--- src/drs_defs.svh ---
// offsets, field positions and counts of the driver status readback block
`ifndef DRS_DEFS_SVH
`define DRS_DEFS_SVH

`define DRS_ADDR_W 7
`define DRS_OFS_CLK_SUP 7'h0b
`define DRS_OFS_SEC_ID 7'h10
`define DRS_OFS_SEC_STAT 7'h11

`define DRS_RST_CLK_SUP 16'h0001
`define DRS_RST_SEC_STAT 16'h0001

`define DRS_BIT_PAR 0
`define DRS_BIT_MSG_INV 1
`define DRS_CS_LSB 8
`define DRS_CS_W 8
`define DRS_VER_LSB 4
`define DRS_VER_W 12
`define DRS_BIT_OVERTEMP 13
`define DRS_BIT_TRISTATE 12
`define DRS_BIT_OCP 11
`define DRS_BIT_DEBUG 10
`define DRS_MODE_LSB 7
`define DRS_MODE_W 3
`define DRS_BIT_CLASS_B 6
`define DRS_BIT_CLASS_A 5
`define DRS_BIT_PWM 4

// status pin vector order
`define DRS_PIN_OVERTEMP 0
`define DRS_PIN_TRISTATE 1
`define DRS_PIN_OCP 2
`define DRS_PIN_DEBUG 3
`define DRS_PIN_CLASS_B 4
`define DRS_PIN_CLASS_A 5
`define DRS_PIN_PWM 6
`define DRS_PIN_N 7

// supervision measurement window in clk cycles
`define DRS_SUP_WINDOW_CYC 256
`define DRS_SUP_WIN_W 16

`endif

--- src/drs_pkg.sv ---
// types of the driver status readback block
`default_nettype none
package drs_pkg;
	typedef enum logic [2:0] {
		DRS_SUP_IDLE = 3'b001,
		DRS_SUP_COUNT = 3'b010,
		DRS_SUP_STORE = 3'b100
	} drs_sup_state_type;

	typedef logic [6:0] drs_addr_type;
	typedef logic [15:0] drs_word_type;
endpackage
`default_nettype wire

--- src/drs_clock_check.sv ---
// primary oscillator supervision counter
`timescale 1ns/1ns
`default_nettype none
`include "drs_defs.svh"
module drs_clock_check #(
	parameter int WINDOW_CYC = `DRS_SUP_WINDOW_CYC
)(
	input wire logic clk, // system clock
	input wire logic sys_rst, // async reset, active high
	input wire logic primary_oscillator, // raw oscillator pin
	input wire logic primary_count_clear, // one-cycle clear pulse
	output logic [`DRS_CS_W-1:0] clock_check_count // last measured count
);
	localparam logic [`DRS_SUP_WIN_W-1:0] WIN_LAST =
		`DRS_SUP_WIN_W'(WINDOW_CYC - 1);
	localparam logic [`DRS_CS_W-1:0] CNT_MAX = '1;

	logic osc_s1_r;
	logic osc_s2_r;
	logic osc_s3_r;
	logic [`DRS_SUP_WIN_W-1:0] win_r;
	logic [`DRS_CS_W-1:0] edges_r;
	logic [`DRS_CS_W-1:0] count_r;
	drs_pkg::drs_sup_state_type state_r;
	drs_pkg::drs_sup_state_type state_nxt;

	wire osc_rise = osc_s2_r & ~osc_s3_r;
	wire win_end = (win_r == WIN_LAST);
	// saturate so a runaway oscillator reads as full scale, not a wrap
	wire edges_full = (edges_r == CNT_MAX);

	always_ff @(posedge clk or posedge sys_rst)
	begin
		if (sys_rst)
		begin
			osc_s1_r <= 1'b0;
			osc_s2_r <= 1'b0;
			osc_s3_r <= 1'b0;
		end
		else
		begin
			osc_s1_r <= primary_oscillator;
			osc_s2_r <= osc_s1_r;
			osc_s3_r <= osc_s2_r;
		end
	end

	always_comb
	begin
		state_nxt = state_r;
		unique case (state_r)
			drs_pkg::DRS_SUP_IDLE: state_nxt = drs_pkg::DRS_SUP_COUNT;
			drs_pkg::DRS_SUP_COUNT:
				if (win_end)
					state_nxt = drs_pkg::DRS_SUP_STORE;
			drs_pkg::DRS_SUP_STORE: state_nxt = drs_pkg::DRS_SUP_COUNT;
			default: state_nxt = drs_pkg::DRS_SUP_IDLE;
		endcase
		if (primary_count_clear)
			state_nxt = drs_pkg::DRS_SUP_IDLE;
	end

	always_ff @(posedge clk or posedge sys_rst)
	begin
		if (sys_rst)
		begin
			state_r <= drs_pkg::DRS_SUP_IDLE;
			win_r <= '0;
			edges_r <= '0;
		end
		else
		begin
			state_r <= state_nxt;
			if (state_r != drs_pkg::DRS_SUP_COUNT || primary_count_clear)
			begin
				win_r <= '0;
				edges_r <= '0;
			end
			else
			begin
				win_r <= win_r + 1'b1;
				if (osc_rise && !edges_full)
					edges_r <= edges_r + 1'b1;
			end
		end
	end

	// only hardware loads the count; the clear pulse zeroes it
	always_ff @(posedge clk or posedge sys_rst)
	begin
		if (sys_rst)
			count_r <= '0;
		else if (primary_count_clear)
			count_r <= '0;
		else if (state_r == drs_pkg::DRS_SUP_STORE)
			count_r <= edges_r;
	end

	assign clock_check_count = count_r;
endmodule
`default_nettype wire

--- src/drs_status_readback.sv ---
// status readback registers of the isolated gate driver secondary
`timescale 1ns/1ns
`default_nettype none
`include "drs_defs.svh"
module drs_status_readback #(
	// arbitrary neutral version code
	parameter logic [`DRS_VER_W-1:0] SEC_VERSION = 12'h3c7,
	parameter int WINDOW_CYC = `DRS_SUP_WINDOW_CYC
)(
	input wire logic clk, // system clock, 10 MHz
	input wire logic sys_rst, // async reset, active high
	input wire logic rd_req, // one-cycle read request
	input wire drs_pkg::drs_addr_type rd_addr, // register offset
	output logic [15:0] rd_data, // response word
	output logic rd_valid, // response strobe
	input wire logic msg_done, // frame finished, one-cycle
	input wire logic msg_discard, // that frame was discarded
	input wire logic primary_oscillator, // raw oscillator pin
	input wire logic primary_count_clear, // count clear pulse
	input wire logic overtemp_flag, // overtemperature detector
	input wire logic output_tristate_flag, // output stage tristated
	input wire logic overcurrent_detect, // over threshold comparator
	input wire logic overcurrent_clear, // sticky clear pulse
	input wire logic debug_active_flag, // debug mode active
	input wire logic [`DRS_MODE_W-1:0] operating_mode_code, // mode
	input wire logic class_b_event_flag, // class B conditions met
	input wire logic class_a_event_flag, // class A conditions met
	input wire logic pwm_command // received PWM command, 1 = on
);
	logic [`DRS_PIN_N-1:0] pin_raw;
	logic [`DRS_PIN_N-1:0] pin_s1_r;
	logic [`DRS_PIN_N-1:0] pin_s2_r;
	logic ocp_sticky_r;
	logic ocp_sticky_nxt;
	logic msg_inv_r;
	logic [15:0] rd_data_r;
	logic [15:0] rd_data_nxt;
	logic rd_valid_r;
	logic [`DRS_CS_W-1:0] clock_check_count;

	// body is bits 15:2; appends message flag and parity bit
	function automatic drs_pkg::drs_word_type make_word(
		input logic [15:2] body,
		input logic msg_inv
	);
		logic par;
		par = ~(^{body, msg_inv});
		make_word = {body, msg_inv, par};
	endfunction

	drs_clock_check #(
		.WINDOW_CYC(WINDOW_CYC)
	) u_clock_check (
		.clk(clk),
		.sys_rst(sys_rst),
		.primary_oscillator(primary_oscillator),
		.primary_count_clear(primary_count_clear),
		.clock_check_count(clock_check_count)
	);

	assign pin_raw[`DRS_PIN_OVERTEMP] = overtemp_flag;
	assign pin_raw[`DRS_PIN_TRISTATE] = output_tristate_flag;
	assign pin_raw[`DRS_PIN_OCP] = overcurrent_detect;
	assign pin_raw[`DRS_PIN_DEBUG] = debug_active_flag;
	assign pin_raw[`DRS_PIN_CLASS_B] = class_b_event_flag;
	assign pin_raw[`DRS_PIN_CLASS_A] = class_a_event_flag;
	assign pin_raw[`DRS_PIN_PWM] = pwm_command;

	// analog and cross-chip flag levels: two flops before any use; operating_mode_code is read without them
	genvar gi;
	generate
		for (gi = 0; gi < `DRS_PIN_N; gi++)
		begin : g_sync
			always_ff @(posedge clk or posedge sys_rst)
			begin
				if (sys_rst)
				begin
					pin_s1_r[gi] <= 1'b0;
					pin_s2_r[gi] <= 1'b0;
				end
				else
				begin
					pin_s1_r[gi] <= pin_raw[gi];
					pin_s2_r[gi] <= pin_s1_r[gi];
				end
			end
		end
	endgenerate

	// set wins over clear so a detection during the clear is kept
	assign ocp_sticky_nxt = pin_s2_r[`DRS_PIN_OCP] |
		(ocp_sticky_r & ~overcurrent_clear);

	always_ff @(posedge clk or posedge sys_rst)
	begin
		if (sys_rst)
			ocp_sticky_r <= 1'b0;
		else
			ocp_sticky_r <= ocp_sticky_nxt;
	end

	always_ff @(posedge clk or posedge sys_rst)
	begin
		if (sys_rst)
			msg_inv_r <= 1'b0;
		else if (msg_done)
			msg_inv_r <= msg_discard;
	end

	wire [15:2] body_clk_sup = {clock_check_count, 6'h00};
	wire [15:2] body_sec_id = {SEC_VERSION, 2'b00};
	wire [15:2] body_sec_stat = {
		2'b00,
		pin_s2_r[`DRS_PIN_OVERTEMP],
		pin_s2_r[`DRS_PIN_TRISTATE],
		ocp_sticky_r,
		pin_s2_r[`DRS_PIN_DEBUG],
		operating_mode_code,
		pin_s2_r[`DRS_PIN_CLASS_B],
		pin_s2_r[`DRS_PIN_CLASS_A],
		pin_s2_r[`DRS_PIN_PWM],
		2'b00
	};

	wire sel_clk_sup = (rd_addr == `DRS_OFS_CLK_SUP);
	wire sel_sec_id = (rd_addr == `DRS_OFS_SEC_ID);
	wire sel_sec_stat = (rd_addr == `DRS_OFS_SEC_STAT);
	// unmapped offsets answer an all-zero body, still with flag and parity
	wire [15:2] body_sel = sel_clk_sup ? body_clk_sup :
		sel_sec_id ? body_sec_id :
		sel_sec_stat ? body_sec_stat : 14'h0000;

	assign rd_data_nxt = rd_req ? make_word(body_sel, msg_inv_r) : rd_data_r;

	always_ff @(posedge clk or posedge sys_rst)
	begin
		if (sys_rst)
		begin
			rd_data_r <= `DRS_RST_SEC_STAT;
			rd_valid_r <= 1'b0;
		end
		else
		begin
			rd_data_r <= rd_data_nxt;
			rd_valid_r <= rd_req;
		end
	end

	assign rd_data = rd_data_r;
	assign rd_valid = rd_valid_r;
endmodule
`default_nettype wire

--- config.mk ---
export PLATFORM = sky130hd
export DESIGN_NAME = drs_status_readback
export DESIGN_NICKNAME = d
export VERILOG_FILES = /design/src/drs_pkg.sv /design/src/drs_clock_check.sv /design/src/drs_status_readback.sv
export VERILOG_INCLUDE_DIRS = /design/src
export SDC_FILE = /design/constraint.sdc
export NUM_CORES = 1
export LEC_CHECK = 0
export BUFFER_PORTS_ARGS = -buffer_cell sky130_fd_sc_hd__buf_4
export CAP_MARGIN = 10
export CORE_MARGIN = 2
export CORE_UTILIZATION = 57
export DETAILED_ROUTE_END_ITERATION = 10
export GPL_TIMING_DRIVEN = 0
export PLACE_DENSITY = 0.79
export RECOVER_POWER = 25
export SYNTH_ARGS = -nofsm -noshare
export SYNTH_HDL_FRONTEND = slang
export SYNTH_SLANG_ARGS = --single-unit
--- constraint.sdc ---
create_clock -name clk -period 2.7 [get_ports clk]
set_clock_uncertainty 0.15 [all_clocks]
set_input_delay 0.54 -clock clk [delete_from_list [all_inputs] [get_ports clk]]
set_output_delay 0.54 -clock clk [all_outputs]
set_load 0.02 [all_outputs]
==> flow_summary_export.csv <==
group,metric,value,unit
timing,finalCritPeriodShare,82.7,%
floorplan,rows,26,
yosys,yosys-top-cells-area,"dfrtp_1 55%, xor2_1 4.9%, nor2_1 4.4%",
placed_design,io_buffers,38,
detailed_routing,wl,5.41,mm
yosys,async_reset_ff_share,100,%
yosys,avgSynthCellArea,11.0,um^2
clocking,ctsResizeCount,0,
detailed_routing,drt-initial-drc-count,132,
detailed_routing,via_count,2196,
global_route,grt_max_degree,45,
timing,finalWorstSetupSlack,0.468,ns
hold_path,min_from,"overtemp_flag",
setup_path,cp.arrival,2.35,ns
floorplan,start_util,59.7,%
clocking,cts_tree,"built",
setup_path,critical_path.top_delay_family,"simple AND/OR/NAND/NOR gates",
setup_path,critical_path_depth,8,
outcome,violations,"max-capacitance violations, max-slew violations",
power,power_leakage,1.62,nW
yosys,synth.distinct_cells,47,
timing,report.final.slew_viol_count,44,
global_route,grt_pass1_vias,2161,
placed_design,placed_cell_area,3460,um^2
setup_path,max_stage_delay,0.43,ns
setup_path,crit_slowest_cell,"nor3b_4",
yosys,ys_ff_latch,69,
yosys,ys.warnings.count,0,
hold_path,hp-class,"input port to flip-flop",
clocking,insertion_delay,0.34,ns
timing,slew_headroom,-6.28,%
hold_path,worstHoldPathCells,1,
setup_path,start_kind,"input port",
global_route,antenna_found_initial,0,
global_route,grt_overflow_total,0,
timing,worst_pin_slew,1.59,ns
clocking,cts.sink_count,69,
clocking,clkTransAtPathRegs,0.07,ns
yosys,syn_inst,280,
setup_path,regToRegStartpoint,"u_clock_check.edges_r[2]",
clocking,cts_root_buffer,"clkbuf_8",
detailed_routing,viasPerCell,5.41,
setup_path,r2r-end,"u_clock_check.edges_r[3]",
hold_path,min_to,"pin_s1_r[0]",
yosys,synth_edf_count,0,
floorplan,die_w,77.4,um
detailed_routing,drc,0,
yosys,synth_commonest_cells,"67 x dfrtp_1, 36 x nor2_1, 18 x nand2_1, 17 x xor2_1, 15 x o21ai_0",
clocking,numCtsBuffers,9,
placed_design,place_ws,0.131,ns
finish,layout.nets,358,
timing,clock.fmax,0.448,GHz
detailed_routing,drt_first_pass_iters,4,
floorplan,io_pins,42,
timing,finalHoldViolCount,0,
clocking,cts_setup_buffers,0,
setup_path,cp.buffers_inverters,1,
clocking,ctsHtreeMaxLevel,3,
finish,fin_cells,406,
setup_path,r2r_setup_slack,0.50,ns
setup_path,ff2ff_path_depth,7,
setup_path,cp_cell_sequence,"buf_4 > nor3b_4 > a22oi_4 > a2111oi_2 > a211oi_1 > xor2_1 > or3_1 > a31oi_1",
yosys,yosysTopAreaCellShare,54.6,%
yosys,synth_sequential_area_ratio,56.4,%
finish,final_area,3690,um^2
setup_path,critical_path_class,"input port to flip-flop",
placed_design,dp_hpwl,3.90,mm
yosys,ys_dominant_reg_cell,"dfrtp_1",
finish,syn_to_final_growth,20.3,%
placed_design,place.gp.congestion,0.827,
flow_run,cap_viol_max_count,1,
global_route,grt_pass1_wl,9.49,mm
clocking,hold_buffers,0,
finish,fill_cells,416,
floorplan,dieArea,5990,um^2
clocking,cts_buffer_depth,2,
floorplan,die_h,77.4,um
power,vdd_drop_max,0.398,mV
detailed_routing,postRouteAntennaNets,0,
yosys,synth_most_common_cell,"dfrtp_1",
detailed_routing,wl_per_cell,13.3,um
setup_path,required,2.82,ns
floorplan,core,5140,um^2
timing,rsz0062_at_grt,"no",
outcome,run_status,"finished with violations",
setup_path,crit_fanout,9,
setup_path,endpoint_kind,"flip-flop",
placed_design,dpl.cell_count,390,
yosys,synth_area,3070,um^2
yosys,synth_top_area_cell,"dfrtp_1",
global_route,grt.total_usage,20.5,%
timing,finalSetupViolations,0,
finish,drive_above_1_share,20.2,%
power,power-per-cell-area,598,nW/um^2
timing,min_period,2.23,ns
finish,antenna_cells,0,
==> routing by layer <==
layer | wire (um) | track usage [%]
met2 | 2710 | 34.6
met4 | 172 | 13.0
met5 | 0 | 0
met3 | 257 | 4.53
met1 | 2270 | 23.7
==> state kept, by name, summed over array words and instances, names as in the netlist, 3 cells and up <==
register,cells
pin_s1_r,7
u_clock_check.win_r,16
u_clock_check.edges_r,8
u_clock_check.state_r,3
rd_data,14
body_sec_stat,6
u_clock_check.clock_check_count,8
==> metrics by stage <==
stage | hold WS (ns) | TNS, ns | utilization [%] | total power [W]
2_1_floorplan | 0.181 | 0 | - | 0.00122
3_3_place_gp | 0.182 | -32.45 | 67.0 | 0.00129
3_5_place_dp | 0.186 | 0 | 67.4 | 0.00130
4_1_cts | 0.133 | 0 | 71.8 | 0.00224
5_1_grt | 0.151 | 0 | 71.8 | 0.00231
6_report | 0.174 | 0 | 71.8 | 0.00220
==> cells in the final DEF, fill, tap and decap left out, drive strengths merged, types with 5 or more instances in the layout <==
cell / Yosys / routed
dfrtp: 67 / 67
nor2: 36 / 36
buf: 4 / 33
clkbuf: 8 / 30
nand2: 18 / 18
xor2: 17 / 17
o21ai: 15 / 15
nand3: 11 / 11
inv: 11 / 11
mux2i: 10 / 10
or3: 8 / 8
xnor2: 7 / 7
nand4: 7 / 7
a21oi: 7 / 7
nand2b: 6 / 6
o2bb2ai: 5 / 5
==> power by group <==
group / total (W) / switching, W / internal (W)
sequential: 0.00109 / 0.0000171 / 0.00107
clock: 0.000933 / 0.000366 / 0.000568
combinational: 0.000185 / 0.000103 / 0.0000816
total: 0.00220 / 0.000486 / 0.00172
==> worst max-delay path by stage <==
stage / from / slack [ns] / to
floorplan: sys_rst / 0.27 / body_sec_stat[10]
global placement: sys_rst / -0.49 / pin_s1_r[2]
detailed placement: rd_addr[1] / 0.13 / rd_data[0]
CTS: u_clock_check.edges_r[2] / 0.49 / u_clock_check.edges_r[3]
global route: rd_addr[1] / 0.29 / rd_data[0]
finish: rd_addr[1] / 0.47 / rd_data[0]
==> layout make-up <==
class / count / area, um^2 / area share (%)
plain buffers: 12 / 60.1 / 1.63
clock buffers: 12 / 155 / 4.20
clock inverters: 4 / 70.1 / 1.90
inverters: 12 / 45.0 / 1.22
multi-input cells: 188 / 1240 / 33.5
flip-flops and latches: 69 / 1730 / 46.9
well taps: 70 / 87.6 / 2.37
repair buffers: 39 / 305 / 8.27
==> logic make-up after synthesis <==
family | synth area share [%]
simple gates | 17.9
flops | 56.4
compound gates | 9.79
xor+xnor | 7.59
buf+inv | 3.43
mux | 4.00
fa+ha+maj | 0.816
other cells | 0.122
(Power assumes the default switching activity.)
